### src/inc/psdc_params.svh
// Behaviour
// - The block keeps a one-bit flag saying the shader or colour stage may discard pixels or samples for reasons other than depth or stencil tests.
// - Clip-distance clipping is done fully in hardware, so it never needs the kill flag.
// - The two-bit computed-depth field means no shader depth at code 0 and unbounded shader depth at code 1.
// - Code 2 of the computed-depth field means shader depth is never less than the source depth.
// - Code 3 of the computed-depth field means shader depth is never greater than the source depth.
// - Early depth/stencil code 0 makes tests look post-shader but lets the shader be skipped for failing pixels.
// - Code 1 makes tests look post-shader and always runs the shader for failing pixels, but never for pixels removed earlier.
// - Code 2 runs test and write before the shader, skips failing pixels, keeps writes for later-killed pixels and ignores shader depth.
`ifndef PSDC_PARAMS_SVH
`define PSDC_PARAMS_SVH

// ================================================================
// register offsets
`define PSDC_CMD_OFFSET   32'h0000_0000
`define PSDC_STAT_OFFSET  32'h0000_0004

// ================================================================
// field positions
`define PSDC_KILL_BIT     25
`define PSDC_DEPTH_MSB    23
`define PSDC_DEPTH_LSB    22
`define PSDC_DS_MSB       21
`define PSDC_DS_LSB       20
`define PSDC_RTIND_BIT    5
`define PSDC_VIOL_BIT     0
`define PSDC_EFF_MSB      3
`define PSDC_EFF_LSB      2

// ================================================================
// reset values
`define PSDC_KILL_RST     1'b0
`define PSDC_RTIND_RST    1'b0
`define PSDC_VIOL_RST     1'b0

`endif

### src/inc/psdc_pkg.sv
package psdc_pkg;

  typedef enum logic [1:0] {
    shader_depth_none,
    shader_depth_unbounded,
    shader_depth_not_less,
    shader_depth_not_greater
  } depth_mode_e;

  typedef enum logic [1:0] {
    ds_test_post_shader_skippable,
    ds_test_post_shader_always_run,
    ds_test_pre_shader,
    ds_test_reserved
  } ds_ctrl_e;

endpackage : psdc_pkg

### src/core/pixel_route.sv
`timescale 1ns/1ps
`default_nettype none
module pixel_route (
  input  wire logic                pclk,
  input  wire logic                presetn,
  input  wire logic                kill_possible,
  input  wire psdc_pkg::depth_mode_e depth_mode,
  input  wire psdc_pkg::ds_ctrl_e  ds_ctrl,
  input  wire logic                pix_valid,
  input  wire logic                pix_live,
  input  wire logic                pix_ds_pass,
  output logic                     out_valid,
  output logic                     out_dispatch,
  output logic                     out_ds_early,
  output logic                     out_ds_early_write,
  output logic                     out_use_shader_depth,
  output logic                     out_depth_not_less,
  output logic                     out_depth_not_greater
);
  import psdc_pkg::*;

  logic dispatch_next;
  logic early_next;
  logic early_wr_next;
  logic use_sd_next;
  logic cull_ok;

  always_comb begin
    cull_ok       = !kill_possible && (depth_mode == shader_depth_none);
    dispatch_next = pix_live;
    early_next    = 1'b0;
    early_wr_next = 1'b0;
    use_sd_next   = (depth_mode != shader_depth_none);
    case (ds_ctrl)
      ds_test_post_shader_skippable: begin
        dispatch_next = pix_live && (pix_ds_pass || !cull_ok);
      end
      ds_test_post_shader_always_run: begin
        dispatch_next = pix_live;
      end
      ds_test_pre_shader: begin
        dispatch_next = pix_live && pix_ds_pass;
        early_next    = 1'b1;
        early_wr_next = pix_live && pix_ds_pass;
        use_sd_next   = 1'b0;
      end
      default: begin
        // reserved code: the conservative choice is to shade every live pixel
        dispatch_next = pix_live;
      end
    endcase
    if (!pix_valid) begin
      dispatch_next = 1'b0;
      early_next    = 1'b0;
      early_wr_next = 1'b0;
      use_sd_next   = 1'b0;
    end
  end

  always_ff @(posedge pclk or negedge presetn) begin
    if (!presetn) begin
      out_valid             <= 1'b0;
      out_dispatch          <= 1'b0;
      out_ds_early          <= 1'b0;
      out_ds_early_write    <= 1'b0;
      out_use_shader_depth  <= 1'b0;
      out_depth_not_less    <= 1'b0;
      out_depth_not_greater <= 1'b0;
    end else begin
      out_valid             <= pix_valid;
      out_dispatch          <= dispatch_next;
      out_ds_early          <= early_next;
      out_ds_early_write    <= early_wr_next;
      out_use_shader_depth  <= use_sd_next;
      out_depth_not_less    <= use_sd_next &&
                               (depth_mode == shader_depth_not_less);
      out_depth_not_greater <= use_sd_next &&
                               (depth_mode == shader_depth_not_greater);
    end
  end
endmodule : pixel_route
`default_nettype wire

### src/core/pixel_shader_depth_control.sv
`timescale 1ns/1ps
`default_nettype none
`include "psdc_params.svh"
module pixel_shader_depth_control (
  input  wire logic                pclk,
  input  wire logic                presetn,
  input  wire logic                psel,
  input  wire logic                penable,
  input  wire logic                pwrite,
  input  wire logic [31:0]         paddr,
  input  wire logic [31:0]         pwdata,
  output logic [31:0]              prdata,
  output logic                     pready,
  output logic                     pslverr,
  input  wire logic                pix_valid,
  input  wire logic                pix_covered,
  input  wire logic                pix_clip_reject,
  input  wire logic                pix_ds_pass,
  output logic                     out_valid,
  output logic                     out_dispatch,
  output logic                     out_ds_early,
  output logic                     out_ds_early_write,
  output logic                     out_use_shader_depth,
  output logic                     out_depth_not_less,
  output logic                     out_depth_not_greater,
  output logic                     kill_possible,
  output psdc_pkg::depth_mode_e    depth_mode,
  output psdc_pkg::ds_ctrl_e       ds_ctrl,
  output logic                     rt_indep_raster,
  output logic                     state_violation
);
  import psdc_pkg::*;

  // ================================================================
  // bus decode
  logic        access;
  logic        hit_cmd;
  logic        hit_stat;
  logic        wr_cmd;
  logic        wr_stat;
  logic        viol_set;
  logic        viol_clr;
  logic        pix_live;
  depth_mode_e depth_reg;
  depth_mode_e depth_eff;
  ds_ctrl_e    ds_reg;
  logic        kill_reg;
  logic        rtind_reg;
  logic        viol_reg;

  assign access   = psel && penable;
  assign hit_cmd  = (paddr == `PSDC_CMD_OFFSET);
  assign hit_stat = (paddr == `PSDC_STAT_OFFSET);
  assign wr_cmd   = access && pwrite && hit_cmd;
  assign wr_stat  = access && pwrite && hit_stat;
  assign pready   = 1'b1;
  assign pslverr  = access && !hit_cmd && !hit_stat;

  always_comb begin
    prdata = 32'h0000_0000;
    if (hit_cmd) begin
      prdata[`PSDC_KILL_BIT]                  = kill_reg;
      prdata[`PSDC_DEPTH_MSB:`PSDC_DEPTH_LSB] = depth_reg;
      prdata[`PSDC_DS_MSB:`PSDC_DS_LSB]       = ds_reg;
      prdata[`PSDC_RTIND_BIT]                 = rtind_reg;
    end else if (hit_stat) begin
      prdata[`PSDC_VIOL_BIT]                  = viol_reg;
      prdata[`PSDC_EFF_MSB:`PSDC_EFF_LSB]     = depth_eff;
    end
  end

  // ================================================================
  // state capture
  // capture on command
  always_ff @(posedge pclk or negedge presetn) begin
    if (!presetn) begin
      kill_reg  <= `PSDC_KILL_RST;
      depth_reg <= shader_depth_none;
      ds_reg    <= ds_test_post_shader_skippable;
      rtind_reg <= `PSDC_RTIND_RST;
    end else if (wr_cmd) begin
      kill_reg  <= pwdata[`PSDC_KILL_BIT];
      depth_reg <= depth_mode_e'(pwdata[`PSDC_DEPTH_MSB:`PSDC_DEPTH_LSB]);
      ds_reg    <= ds_ctrl_e'(pwdata[`PSDC_DS_MSB:`PSDC_DS_LSB]);
      rtind_reg <= pwdata[`PSDC_RTIND_BIT];
    end
  end

  // ================================================================
  // illegal bounded depth with rt-independent rasterization
  // flag bad programming
  assign viol_set = wr_cmd && pwdata[`PSDC_RTIND_BIT] &&
                    pwdata[`PSDC_DEPTH_MSB];
  assign viol_clr = wr_stat && pwdata[`PSDC_VIOL_BIT];

  always_ff @(posedge pclk or negedge presetn) begin
    if (!presetn) begin
      viol_reg <= `PSDC_VIOL_RST;
    end else begin
      // a new violation outranks a clear in the same cycle
      viol_reg <= viol_set || (viol_reg && !viol_clr);
    end
  end

  // bounds are only trusted when legal; dropping to unbounded is safe
  // degrade illegal bound
  always_comb begin
    depth_eff = depth_reg;
    if (rtind_reg && (depth_reg == shader_depth_not_less ||
                      depth_reg == shader_depth_not_greater)) begin
      depth_eff = shader_depth_unbounded;
    end
  end

  assign kill_possible   = kill_reg;
  assign depth_mode      = depth_eff;
  assign ds_ctrl         = ds_reg;
  assign rt_indep_raster = rtind_reg;
  assign state_violation = viol_reg;

  // ================================================================
  // per-pixel routing
  // clip rejects in hardware
  assign pix_live = pix_covered && !pix_clip_reject;

  pixel_route u_route (
    .pclk                  (pclk),
    .presetn               (presetn),
    .kill_possible         (kill_reg),
    .depth_mode            (depth_eff),
    .ds_ctrl               (ds_reg),
    .pix_valid             (pix_valid),
    .pix_live              (pix_live),
    .pix_ds_pass           (pix_ds_pass),
    .out_valid             (out_valid),
    .out_dispatch          (out_dispatch),
    .out_ds_early          (out_ds_early),
    .out_ds_early_write    (out_ds_early_write),
    .out_use_shader_depth  (out_use_shader_depth),
    .out_depth_not_less    (out_depth_not_less),
    .out_depth_not_greater (out_depth_not_greater)
  );

  // ================================================================
  // checks
  kill_capture_a: assert property (
    @(posedge pclk) disable iff (!presetn)
    wr_cmd |=> kill_possible == $past(pwdata[`PSDC_KILL_BIT]))
    else $error("kill flag not captured from command");

  clip_hw_a: assert property (
    @(posedge pclk) disable iff (!presetn)
    pix_valid && pix_clip_reject |=> out_valid && !out_dispatch
                                      && !out_ds_early_write)
    else $error("clip-rejected pixel was shaded");

  depth_none_a: assert property (
    @(posedge pclk) disable iff (!presetn)
    pix_valid && depth_mode == shader_depth_none
      |=> !out_use_shader_depth && !out_depth_not_less
          && !out_depth_not_greater)
    else $error("shader depth used with no computed depth");

  bound_ge_a: assert property (
    @(posedge pclk) disable iff (!presetn)
    pix_valid && depth_mode == shader_depth_not_less
      && ds_ctrl != ds_test_pre_shader
      |=> out_use_shader_depth && out_depth_not_less
          && !out_depth_not_greater)
    else $error("not-less depth bound missing");

  bound_le_a: assert property (
    @(posedge pclk) disable iff (!presetn)
    pix_valid && depth_mode == shader_depth_not_greater
      && ds_ctrl != ds_test_pre_shader
      |=> out_use_shader_depth && out_depth_not_greater
          && !out_depth_not_less)
    else $error("not-greater depth bound missing");

  skip_mode_a: assert property (
    @(posedge pclk) disable iff (!presetn)
    pix_valid && ds_ctrl == ds_test_post_shader_skippable
      |=> !out_ds_early
          && out_dispatch == $past(pix_live && (pix_ds_pass
             || kill_possible || depth_mode != shader_depth_none)))
    else $error("skippable post-shader routing wrong");

  run_mode_a: assert property (
    @(posedge pclk) disable iff (!presetn)
    pix_valid && ds_ctrl == ds_test_post_shader_always_run
      |=> !out_ds_early && out_dispatch == $past(pix_live))
    else $error("always-run mode did not shade live pixel");

  pre_mode_a: assert property (
    @(posedge pclk) disable iff (!presetn)
    pix_valid && ds_ctrl == ds_test_pre_shader
      |=> out_ds_early && !out_use_shader_depth
          && out_dispatch == $past(pix_live && pix_ds_pass)
          && out_ds_early_write == out_dispatch)
    else $error("pre-shader test routing wrong");

  state_hold_a: assert property (
    @(posedge pclk) disable iff (!presetn)
    !wr_cmd |=> $stable(kill_possible) && $stable(ds_ctrl)
                && $stable(depth_mode))
    else $error("pipeline state changed without a command");

  viol_sticky_a: assert property (
    @(posedge pclk) disable iff (!presetn)
    viol_set |=> state_violation && depth_mode != shader_depth_not_less
                 && depth_mode != shader_depth_not_greater)
    else $error("illegal bounded depth not caught");

endmodule : pixel_shader_depth_control
`default_nettype wire

### config.mk
export PLATFORM = sky130hd
export DESIGN_NAME = pixel_shader_depth_control
export DESIGN_NICKNAME = d
export VERILOG_FILES = /design/src/inc/psdc_pkg.sv /design/src/core/pixel_route.sv /design/src/core/pixel_shader_depth_control.sv
export VERILOG_INCLUDE_DIRS = /design/src /design/src/inc
export SDC_FILE = /design/constraint.sdc
export NUM_CORES = 1
export LEC_CHECK = 0
export ABC_CLOCK_PERIOD_IN_PS = 1700
export BUFFER_PORTS_ARGS = -buffer_cell sky130_fd_sc_hd__buf_2
export CORE_MARGIN = 2
export CORE_UTILIZATION = 31
export CTS_BUF_LIST = sky130_fd_sc_hd__clkbuf_8
export DETAILED_ROUTE_END_ITERATION = 16
export PLACE_DENSITY = 0.81
export SLEW_MARGIN = 20
export SYNTH_ARGS = -nofsm -noshare
export SYNTH_HDL_FRONTEND = slang
export SYNTH_SLANG_ARGS = --single-unit
### constraint.sdc
create_clock -name pclk -period 1.7 [get_ports pclk]
set_clock_uncertainty 0.05 [all_clocks]
set_input_delay 0.17 -clock pclk [delete_from_list [all_inputs] [get_ports pclk]]
set_output_delay 0.17 -clock pclk [all_outputs]
set_load 0.02 [all_outputs]
==> metrics.md <==
| Metric | Value |
|---|---|
| Run status | `finished with violations` |
| Failing checks | `setup timing` |
| Crit path capture type | `register` |
| Remaining DRCs | `0` |
| Initial drt markers | `12` |
| Slowest stage cell, crit path | `nor4_1` |
| Worst-path cell chain | `buf_2 -> nor4_1 -> nand4_1 -> buf_4 -> nor4_4 -> buf_6 -> mux2_2` |
| Slowest cell delay on critical path | `about 330 ps` |
| Vias | `892` |
| Worst setup path category | `in2reg` |
| Hold Vio Cnt, Final | `0` |
| Number of H-tree levels | `1` |
| Area after DPL | `between 1000 and 1500 um^2` |
| Vias in the first global route | `~840` |
| Die width | `about 57 um` |
| Min-Delay Path Class | `in2reg` |
| MaxCap Viol Count | `0` |
| Crit-path leading delay family | `simple AND/OR/NAND/NOR gates` |
| YS warnings | `0` |
| Full die area | `between 3000 and 4000 um^2` |
| Largest net degree at the start of global routing | `15` |
| Final setup viols | `2` |
| Initial antenna violation count | `0` |
| Clock Pin Slew Worst Setup and Hold Paths | `around 50 ps` |
| Post-Layout Cell Count | `around 200` |
| WHS | `12.9 ps` |
| Drt total wl | `between 2000 and 2500 um` |
| Tmin final | `1710 ps` |
| Synthesized area | `slightly below 900 um^2` |
| Pins over their slew limit | `0` |
| Post-synthesis sequential area ratio | `39.7%` |
| RSZ-0062 raised after global routing | `yes` |
| CTS Buf Count | `3` |
| HPWL Detailed | `1760 um` |
| Final Cell Area | `between 1000 and 1500 um^2` |
| Die Height | `roughly 57 um` |
| # nets final | `about 250` |
| Worst Path Max Fanout | `7` |
| Share of cells above drive strength 1 | `56.7%` |
| CP startpoint kind | `input pin` |
| Clock Sinks | `14` |
| Via-to-Cell Ratio | `around 4.4` |
| Flops & latches, synth | `14` |
| Core Region | `2730 um^2` |
| Hold Path Depth | `1` |
| Initial core utilization | `between 30 and 40%` |
| Critical Path RT | `roughly 1800 ps` |
| First-pass GRT wire length | `around 3600 um` |
| Final ANT Viol Nets | `0` |
| Total GRT Usage | `a little over an eighth` |
| I/O Buffers | `71` |
| Area growth, synth to finish | `57.9%` |
| Bufs and invs on worst path | `3` |
| Clk Tree Root Cell | `clkbuf_8` |
| GPL Wtd Cong | `between 0.7 and 0.8` |
| Max clock buf depth | `2` |
| Peak supply drop | `0.000438 V` |
| DR pass1 iterations | `4` |
| Syn_area_per_cell | `roughly 9.7 um^2` |
| Power density over the cells | `527 nW/um^2` |
| Post-Syn Instances | `between 90 and 100` |
| Clk_lat worst skew | `~240 ps` |
| Final worst-path cycle share | `100%` |
| Wire per inst | `roughly 12 um` |
| # rows | `19` |
| Reg2Reg Depth | `4` |
| Final Util | `between 50% and 60%` |
| ANT cells | `0` |
| CTS tree | `done` |
| Setup slack after layout | `-7.68 ps` |
| Library cells used by synthesis | `21` |
| Grt ovf | `0` |
| CP Data Arrival Time | `1780 ps` |
| Lkg Pwr | `roughly 0.8 nW` |
| Placed insts | `around 200` |
| Ports | `~120` |
| Crit path depth | `7` |
| F_max | `between 500 and 600 MHz` |
[final timing paths]
check	endpoint	slack [ps]	from
max reg2reg	u_route.out_dispatch$_DFF_PN0_	570	depth_reg[1]$_DFFE_PN0P_
max	depth_reg[0]$_DFFE_PN0P_	-8	paddr[13]
max in group asynchronous	u_route.out_dispatch$_DFF_PN0_	1060	presetn
min in group asynchronous	ds_ctrl[0]$_DFFE_PN0P_	310	presetn
min reg2reg	state_violation$_DFF_PN0_	510	state_violation$_DFF_PN0_
min	u_route.out_valid$_DFF_PN0_	10	pix_valid
[cell usage after synthesis]
master	instances	area (um^2)
and2_1	8	50.1
nand4_1	2	12.5
nand2b_1	1	6.26
o21a_1	1	7.51
nor4b_1	1	8.76
nor4_4	1	21.3
o2bb2ai_1	1	8.76
conb_1	2	7.51
buf_4	24	180
nand2_1	3	11.3
nor2b_1	1	6.26
dfrtp_1	14	350
nor3_1	4	20.0
nand3_1	1	5.00
a21o_1	1	7.51
nor4_1	8	50.1
inv_1	2	7.51
and3_1	4	25.0
and4b_1	1	10.0
nor2_1	5	18.8
mux2_2	6	67.6
[report_power, final]
part	internal, W	switching (W)	total [W]
logic	0.0000501	0.0000908	0.000141
clock network	0.000156	0.000101	0.000257
registers	0.000336	0.000000469	0.000336
[what timing repair did]
action,in CTS,in global routing
resized for setup,0,27
endpoints found under the setup margin,4,16
endpoints found under the hold margin,14,0
setup buffers,1,2
hold buffers,1,0
pin swaps,1,4
[logic make-up (layout without fill, tap and decap cells)]
kind of cell | after synthesis | in the layout | synth area share, %
buffers and inverters | 26 | 84 | 21.3
flip-flops | 14 | 14 | 39.7
AO/OA/AOI/OAI | 3 | 3 | 2.70
multiplexers | 6 | 6 | 7.66
AND/OR/NAND/NOR | 40 | 40 | 27.8
other | 2 | 24 | 0.851
[final cells by class]
class,count,area [um^2]
Clock buffer,3,41.3
Fill cell,269,1340
Inverter,2,7.51
Multi-Input combinational cell,73,500
Sequential cell,14,350
Tap cell,31,38.8
Timing Repair Buffer,79,454
[per-stage QoR]
| stage | setup TNS, ps | worst slack (ps) | power [W] |
|---|---|---|---|
| after floorplan | 0 | 50.4 | 0.000445 |
| after global placement | -545 | -85.4 | 0.000467 |
| after detailed placement | -576 | -87.2 | 0.000469 |
| after CTS | 0 | 31.1 | 0.000731 |
| after global routing | -493 | -63.2 | 0.000773 |
| final | -12.2 | -7.68 | 0.000734 |
[cell usage in the layout (no fill, tap or decap), drive strengths merged]
cell	Yosys	layout
buf	24	78
conb	2	24
dfrtp	14	14
nor4	9	9
and2	8	8
mux2	6	6
nor2	5	5
nor3	4	4
and3	4	4
nand2	3	3
clkbuf	0	3
nand4	2	2
inv	2	2
a21o	1	1
nor2b	1	1
nand3	1	1
o2bb2ai	1	1
nand2b	1	1
o21a	1	1
and4b	1	1
nor4b	1	1
dlygate4sd3	0	1
[layer usage]
layer / GRT usage, % / share of wire [%]
met2: 24.0 / 55
met4: 3.65 / 1.1
met1: 15.6 / 38
met5: 0 / 0
met3: 4.31 / 5.2
(Power assumes the default switching activity.)
